$ cat src/sbg_defines.svh
/*
 * Constants of the system bus glue: timing figures and derived cycle counts.
 * Assumes a single 20 MHz processor clock; included by src/sbg_glue.sv.
 */
`ifndef SBG_DEFINES_SVH
`define SBG_DEFINES_SVH

// =====================================================================
// clock
`define SBG_CLK_NS            50
// =====================================================================
// interrupt-acknowledge settle budget
`define SBG_CAS_VALID_NS      565
`define SBG_DECODE_NS         30
`define SBG_IDLE_BUS_CYC      4
`define SBG_CLK_PER_BUS_CYC   2
`define SBG_SETTLE_CYC        ((`SBG_CAS_VALID_NS + `SBG_DECODE_NS + `SBG_CLK_NS - 1) / `SBG_CLK_NS)
`define SBG_ACK1_RAW_CYC      (`SBG_SETTLE_CYC - `SBG_IDLE_BUS_CYC * `SBG_CLK_PER_BUS_CYC)
`define SBG_ACK1_WAIT_CYC     ((`SBG_ACK1_RAW_CYC < 1) ? 1 : `SBG_ACK1_RAW_CYC)
// =====================================================================
// bus timeout
`define SBG_TIMEOUT_NS        1000000
`define SBG_TIMEOUT_CYC       (`SBG_TIMEOUT_NS / `SBG_CLK_NS)
// =====================================================================
// reset values
`define SBG_CAS_RST           3'h0

`endif

$ cat src/sbg_pkg.sv
/*
 * Types of the system bus glue: routing modes and cycle states.
 * Assumes nothing beyond a SystemVerilog compiler.
 */
package sbg_pkg;

   // =====================================================================
   // interrupt controller placement
   typedef enum logic [1:0]
   {
      SBG_ROUTE_LOCAL,
      SBG_ROUTE_SYSTEM,
      SBG_ROUTE_MIXED
   } sbg_route_e;

   // =====================================================================
   // cycle sequencer
   typedef enum logic [2:0]
   {
      SBG_ST_IDLE,
      SBG_ST_SYS,
      SBG_ST_ACK1,
      SBG_ST_ACK2
   } sbg_state_e;

endpackage
$ cat src/sbg_glue.sv
/*
 * System bus glue: interrupt-acknowledge bus select, cascade address drive,
 * byte lane steering, ready generation with bus timeout, power-fail lines.
 * Assumes all inputs are synchronous to mclk and the address strobe is a
 * one-cycle active-low pulse per bus cycle.
 */
`timescale 1ns/100ps
`include "sbg_defines.svh"

module sbg_glue
#(
   parameter int TIMEOUT_CYC = `SBG_TIMEOUT_CYC
)
(
   // clock and reset
   input  wire logic              mclk,
   input  wire logic              srst,
   // configuration
   input  wire sbg_pkg::sbg_route_e cfg_route,
   input  wire logic [7:0]        cfg_sys_slaves,
   // processor side
   input  wire logic              addr_strobe_n,
   input  wire logic              sys_cycle,
   input  wire logic              irq_ack_strobe_n,
   input  wire logic              byte_high_sel_n,
   input  wire logic              addr_a0,
   output logic                   ready_n_r,
   output logic                   half_width_bus_n_r,
   output logic                   nmi_req_r,
   // master interrupt controller cascade lines
   input  wire logic              cascade_sel_bit0,
   input  wire logic              cascade_sel_bit1,
   input  wire logic              cascade_sel_bit2,
   // system bus side
   input  wire logic              xack_n,
   input  wire logic              pfin_n,
   input  wire logic              pfsn_n,
   input  wire logic              pfs_clear_req,
   output logic                   arb_en_r,
   output logic                   bus_sel_sys_r,
   output logic                   master_cascade_drive_en_r,
   output logic [2:0]             casc_addr_o_r,
   output logic                   casc_addr_oe_r,
   output logic                   lane_direct_oe_n_r,
   output logic                   lane_swap_oe_n_r,
   output logic                   timeout_r,
   output logic                   pwr_fail_seen_r,
   output logic                   pfsr_n_r
);
   import sbg_pkg::*;

   localparam int TMO_W    = $clog2(TIMEOUT_CYC + 1);
   localparam int ACK1_CYC = `SBG_ACK1_WAIT_CYC;

   sbg_state_e       state_r, state_nxt;
   logic [TMO_W-1:0] cnt_r, cnt_nxt;
   logic             second_r, second_nxt;
   logic             ready_n_nxt, timeout_nxt, bus_sel_nxt, cdrv_nxt;
   logic             arb_en_nxt, hwb_n_nxt, dir_oe_n_nxt, swp_oe_n_nxt;
   logic [2:0]       casc_nxt, cas_code;
   logic             cas_is_sys, cyc_ends, tmo_hit;

   // =====================================================================
   // cascade decode
   always_comb
   begin
      cas_code = ~{cascade_sel_bit2, cascade_sel_bit1, cascade_sel_bit0};
      case (cfg_route)
         SBG_ROUTE_LOCAL:  cas_is_sys = 1'b0;
         SBG_ROUTE_SYSTEM: cas_is_sys = 1'b1;
         SBG_ROUTE_MIXED:  cas_is_sys = cfg_sys_slaves[cas_code];
         default:          cas_is_sys = 1'b0;
      endcase
   end

   // =====================================================================
   // cycle sequencer, ready and timeout
   always_comb
   begin
      state_nxt    = state_r;
      cnt_nxt      = cnt_r;
      second_nxt   = second_r;
      ready_n_nxt  = 1'b1;
      bus_sel_nxt  = bus_sel_sys_r;
      casc_nxt     = casc_addr_o_r;
      dir_oe_n_nxt = lane_direct_oe_n_r;
      swp_oe_n_nxt = lane_swap_oe_n_r;
      cyc_ends     = 1'b0;
      tmo_hit      = 1'b0;
      case (state_r)
         SBG_ST_IDLE:
         begin
            cnt_nxt = '0;
            if (!addr_strobe_n && !irq_ack_strobe_n)
            begin
               if (!second_r)
                  state_nxt = SBG_ST_ACK1;
               else if (bus_sel_sys_r)
                  state_nxt = SBG_ST_ACK2;
               else
                  second_nxt = 1'b0;
            end
            else if (!addr_strobe_n && sys_cycle)
            begin
               state_nxt = SBG_ST_SYS;
               // odd byte alone sits on D15-D8 and goes to the low lane
               swp_oe_n_nxt = ~(!byte_high_sel_n && addr_a0);
               dir_oe_n_nxt = ~swp_oe_n_nxt;
            end
         end
         SBG_ST_ACK1:
         begin
            cnt_nxt = cnt_r + 1'b1;
            if (cnt_r == TMO_W'(ACK1_CYC - 1))
            begin
               bus_sel_nxt = cas_is_sys;
               casc_nxt    = cas_code;
               ready_n_nxt = 1'b0;
               second_nxt  = 1'b1;
               state_nxt   = SBG_ST_IDLE;
            end
         end
         SBG_ST_SYS, SBG_ST_ACK2:
         begin
            cnt_nxt = cnt_r + 1'b1;
            if (!xack_n || timeout_r)
            begin
               cyc_ends    = 1'b1;
               ready_n_nxt = 1'b0;
               state_nxt   = SBG_ST_IDLE;
               if (state_r == SBG_ST_ACK2)
                  second_nxt = 1'b0;
            end
            else if (cnt_r == TMO_W'(TIMEOUT_CYC - 1))
               tmo_hit = 1'b1;
         end
         default:
            state_nxt = SBG_ST_IDLE;
      endcase
      // set wins over the clear
      if (tmo_hit)
         timeout_nxt = 1'b1;
      else if (!ready_n_r)
         timeout_nxt = 1'b0;
      else
         timeout_nxt = timeout_r;
      arb_en_nxt = (state_nxt == SBG_ST_SYS) || (state_nxt == SBG_ST_ACK2);
      hwb_n_nxt  = ~arb_en_nxt;
      cdrv_nxt   = (state_nxt == SBG_ST_ACK2) && !cyc_ends;
   end

   always_ff @(posedge mclk)
   begin
      if (srst)
      begin
         state_r                   <= SBG_ST_IDLE;
         cnt_r                     <= '0;
         second_r                  <= 1'b0;
         ready_n_r                 <= 1'b1;
         timeout_r                 <= 1'b0;
         bus_sel_sys_r             <= 1'b0;
         casc_addr_o_r             <= `SBG_CAS_RST;
         casc_addr_oe_r            <= 1'b0;
         master_cascade_drive_en_r <= 1'b0;
         arb_en_r                  <= 1'b0;
         half_width_bus_n_r        <= 1'b1;
         lane_direct_oe_n_r        <= 1'b1;
         lane_swap_oe_n_r          <= 1'b1;
      end
      else
      begin
         state_r                   <= state_nxt;
         cnt_r                     <= cnt_nxt;
         second_r                  <= second_nxt;
         ready_n_r                 <= ready_n_nxt;
         timeout_r                 <= timeout_nxt;
         bus_sel_sys_r             <= bus_sel_nxt;
         casc_addr_o_r             <= casc_nxt;
         casc_addr_oe_r            <= cdrv_nxt;
         master_cascade_drive_en_r <= cdrv_nxt;
         arb_en_r                  <= arb_en_nxt;
         half_width_bus_n_r        <= hwb_n_nxt;
         lane_direct_oe_n_r        <= arb_en_nxt ? dir_oe_n_nxt : 1'b1;
         lane_swap_oe_n_r          <= arb_en_nxt ? swp_oe_n_nxt : 1'b1;
      end
   end

   // =====================================================================
   // power-fail lines
   always_ff @(posedge mclk)
   begin
      if (srst)
      begin
         nmi_req_r       <= 1'b0;
         pwr_fail_seen_r <= 1'b0;
         pfsr_n_r        <= 1'b1;
      end
      else
      begin
         nmi_req_r       <= ~pfin_n;
         pwr_fail_seen_r <= ~pfsn_n;
         pfsr_n_r        <= ~pfs_clear_req;
      end
   end
endmodule

$ cat config.mk
export PLATFORM = sky130hd
export DESIGN_NAME = sbg_glue
export DESIGN_NICKNAME = d
export VERILOG_FILES = /design/src/sbg_pkg.sv /design/src/sbg_glue.sv
export VERILOG_INCLUDE_DIRS = /design/src /design/src/src
export SDC_FILE = /design/constraint.sdc
export NUM_CORES = 1
export LEC_CHECK = 0
export BUFFER_PORTS_ARGS = -buffer_cell sky130_fd_sc_hd__buf_2
export CAP_MARGIN = 20
export CORE_MARGIN = 4
export CORE_UTILIZATION = 50
export CTS_CLUSTER_SIZE = 30
export DETAILED_ROUTE_END_ITERATION = 6
export GPL_TIMING_DRIVEN = 1
export PLACE_DENSITY = 0.88
export SLEW_MARGIN = 10
export SYNTH_ARGS = -nofsm -noshare
export SYNTH_HDL_FRONTEND = slang
export SYNTH_SLANG_ARGS = --single-unit
$ cat constraint.sdc
create_clock -name mclk -period 2.5 [get_ports mclk]
set_input_delay 0.125 -clock mclk [delete_from_list [all_inputs] [get_ports mclk]]
set_output_delay 0.125 -clock mclk [all_outputs]
set_load 0.01 [all_outputs]
[Word-level counts from Yosys, hierarchy flattened]
Cells that the tools add are included.
Cells by class
  magnitude comparators: 1
  bitwise gates (word level): 7
  equality and inequality tests: 14
  mux-type cells: 28
  reduce and logical (&&, ||, !) cells: 20
  add/sub/neg operators: 1
Operator list (count)
  15-bit case mux with 2 select lines: 1
  3-bit two-way mux: 6
  1-bit two-way mux: 16
  15-bit by 1-bit adder with 15-bit output (second input constant): 1
  15-bit equality test (second input constant): 1
  15-bit by 2-bit equality test with 1-bit output (second input constant): 1
  3-bit by 2-bit equality test with 1-bit output (second input constant): 3
  3-bit case mux with 3 select lines: 1
  2-bit inequality test (second input constant): 4
  3-bit by 1-bit equality test with 1-bit output (second input constant): 2
  1-bit NOT: 6
  1-bit zero test: 5
  5-bit AND reduction: 1
  1-bit logical AND: 4
  3-bit by 4-bit < comparator with 1-bit output (second input constant): 1
  1-bit case mux with 2 select lines: 2
  2-bit OR reduction: 2
  1-bit binary-select mux with 3-bit select: 1
  3-bit zero test: 1
  3-bit NOT: 1
  1-bit case mux with 3 select lines: 1
  3-bit AND reduction: 1
  3-bit nonzero test: 1
  3-bit OR reduction: 1
  other kinds (6): 7
Storage, ports and cells
  logic and storage cells: 86
  output and inout bits: 15
  input bits: 24
  bits in registers: 33

[Depth between registers and ports, before layout]
  word-level depth: 9
  gate-level depth with buffers: 6
  gate-level depth less buffers: 5

[Least setup slack after synthesis]
Ideal clock, no wire load.
  kind: reg2reg
  from: reg cnt_r[0]
  to: reg bus_sel_sys_r
  buffers on the path: 1
  clock period less this slack: 1.542 ns
  required time: 2.409 ns
  path slack: 0.958 ns
  library setup time: 0.091 ns
  arrival time: 1.451 ns
  cell stages (with the launch flop): 7
  cells stage by stage: dfxtp_1 > ha_1 > nor4b_1 > and4_1 > buf_2 > a21oi_1 > a311oi_1
On the way
  longest elaborated chain between the ends: 2
RTL lines
  from (decl): line sbg_glue.sv:56  | logic [TMO_W-1:0] cnt_r, cnt_nxt;
  from (signal assigned): line sbg_glue.sv:173  | cnt_r <= cnt_nxt;
  15-bit by 2-bit equality test with 1-bit output: line sbg_glue.sv:114  | if (cnt_r == TMO_W'(ACK1_CYC - 1))
  2-bit AND reduction (no line)
  to (signal assigned): line sbg_glue.sv:177  | bus_sel_sys_r <= bus_sel_nxt;
  to (decl): line sbg_glue.sv:40  | output logic bus_sel_sys_r,
Every way passes these cells.
A chain may end at the register's enable or synchronous reset.

[Worst setup path in the final report]
Ends and elaborated chain as after synthesis.

==> summary.md <==
| Metric | Value |
|---|---|
| Status | finished clean |
| # DRC | 0 |
| CTS tree | yes |
| Placeable Area | 2850 um2 |
| Cts bufs inserted | 5 |
| Post-synth top flop | dfxtp_1 |
| Worst Path Max Fanout | 6 |
| Crit start category | flop |
| Crit Path Category | flop to flop |
| Nets@finish | 245 |
| DP Area | 1750 um2 |
| First DRT Iteration DRCs | 68 |
| Tot GR Track Use | 17.9% |
| Fin crit share | 67.3% |
| Placed Instances | 238 |
| Die area | 4060 um2 |
| Share of cells above drive strength 1 | 23.7% |
| Vias/cell | 5.66 |
| Post-synth ARST share | 0% |
| DP Worst Slack | 817 ps |
| WL per Instance | 13.4 um |
| Hold Path Class | input port to flop |
| Final hold vios | 0 |
| Hold Slack | 16.8 ps |
| CTS root buffer | clkbuf_4 |
| Largest net degree at the start of global routing | 19 |
| Post-synth EDFFs | 0 |
| Grt total ovfl | 0 |
| Antenna violations before repair | 0 |
| # IOs | 39 |
| Mapped Nets | 202 |
| WL final | 3350 um |
| Synth Instances | 175 |
| Core Rows | 19 |
| Overall Power | 0.885 mW |
| Pwr Density | 481 nW/um2 |
| Worst IR drop on VDD | 0.280 mV |
| Die width | 63.7 um |
| Layout Utilization | 64.5% |
| Min Tclk post-route | 1680 ps |
| Synth cell types | 48 |
| Clock Pin Slew Worst Setup and Hold Paths | 100 ps |
| Worst EP arrival | 1940 ps |
| Setup-failing EPs final | 0 |
| Mapped Area | 1550 um2 |
| DPL Wire Length | 2590 um |
| Global-route wire length before repair | 5720 um |
| RSZ-0062 raised after global routing | false |
| Yosys Warn Count | 0 |
| Max cap viols | 0 |
| Syn Area/Cell | 8.86 um2 |
| DIE HEIGHT | 63.7 um |
| Area grow syn2layout | 18.7% |
| Flops & latches, synth | 33 |
| Antenna diodes | 0 |
| Vias in the first global route | 1355 |
| Final ANT Viol Nets | 0 |
| Post-CTS sizing | 0 |
| Register area share after synthesis | 42.6% |
| Fin. max-slew vios | 0 |
| Htree depth | 2 |
| Leak Pwr | 0.734 nW |
| Buffers on Ports | 38 |
| Clk Latency, worst-skew pair | 340 ps |
| Post-Route Skew | 14.2 ps |
| WP data required | 2760 ps |
| Fin area | 1840 um2 |
| Fmax | 594 MHz |
| Vias | 1414 |
| Cell Count, Final, Fillers Out | 250 |
| Fin worst setup slack | 817 ps |
| Routability congestion estimate from global placement | 0.807 |
| Setup TNS | 0 ps |
| Clock sinks | 33 |
| Pre-Repair DR Iteration Count | 4 |
| Clock Path Buffers | 2 |
| Initial Utilization | 54.3% |
| Critical path endpoint category | flop |
[metal layers]
layer / wire length (um) / global-route usage, % / up-vias / part of all wire, %
li1: - / - / 717 / -
met1: 1420 / 19.8 / 635 / 42
met2: 1590 / 29.2 / 51 / 48
met3: 247 / 5.86 / 11 / 7.4
met4: 87 / 11.6 / 0 / 2.6
met5: 0 / 0 / - / 0
[state kept, by name, summed over array words and instances (netlist names)]
register,count
casc_addr_o_r,3
pfsr_n_r,1
cnt_r,15
pwr_fail_seen_r,1
timeout_r,1
ready_n_r,1
lane_swap_oe_n_r,1
nmi_req_r,1
lane_direct_oe_n_r,1
bus_sel_sys_r,1
half_width_bus_n_r,1
state_r,3
arb_en_r,1
casc_addr_oe_r,1
second_r,1
[area by class of cell]
cell class,instances,area [um2]
fill,239,1010
multi-input combinational,128,832
sequential,33,661
timing repair buffer,42,230
clock buffer,8,48.8
tap,31,38.8
inverter,8,30.0
[critical path: stages, from the launching register on]
cell and delay, ps:
dfxtp_1 390, ha_1 260, nor4b_1 300, and4_1 350, a21oi_1 90, a311oi_1 230
[cells by family (layout without fill, tap and decap cells)]
family | after synthesis | count (layout) | synth area share [%]
mux | 6 | 6 | 4.76
flops | 33 | 33 | 42.6
other cells | 1 | 1 | 0.242
xor+xnor | 9 | 9 | 5.08
simple gates | 78 | 78 | 28.5
buf+inv | 14 | 58 | 3.71
fa+ha+maj | 3 | 3 | 2.42
compound gates | 31 | 31 | 12.7
[path summary, 6_finish.rpt]
kind | slack, ps | to | depth (start not counted) | start
max | 820 | bus_sel_sys_r | 5 | cnt_r[0]
min | 20 | casc_addr_o_r[2] | 2 | cascade_sel_bit2
max reg2reg | 820 | bus_sel_sys_r | 5 | cnt_r[0]
min reg2reg | 470 | timeout_r | 2 | ready_n_r
[power breakdown]
part           leakage, nW  internal [mW]  switching (mW)
combinational        0.440         0.0371          0.0360
clock               0.0265          0.112           0.163
sequential           0.267          0.531         0.00623
[Yosys cell counts, drive strengths merged (4+ instances only)]
library cell	instances	area, um2
dfxtp	33	661
nor2	22	82.6
a21oi	12	60.1
nand2	12	45.0
inv	8	30.0
nand3	7	40.0
nand4	6	37.5
nor4	6	50.0
o21ai	6	30.0
xor2	5	43.8
a211oi	4	30.0
mux2i	4	40.0
nor3	4	20.0
xnor2	4	35.0
[cells in the final DEF (no fill, tap or decap), types with 4 or more instances in the layout]
master	instances
nand2_1	12
buf_2	38
dfxtp_1	33
inv_1	8
xnor2_1	4
nor2_1	22
nand4_1	6
clkbuf_4	5
dlygate4sd3_1	4
a211oi_1	4
nor4_1	4
o21ai_0	5
a21oi_1	12
nand3_1	6
xor2_1	5
nor3_1	4
mux2i_1	4
[repair_timing]
action | 4_1_cts | 5_1_grt
buffers inserted | 0 | 0
endpoints found under the hold margin | 4 | 0
hold buffers | 4 | 0
Note: power is estimated with default switching activity, not from simulation.
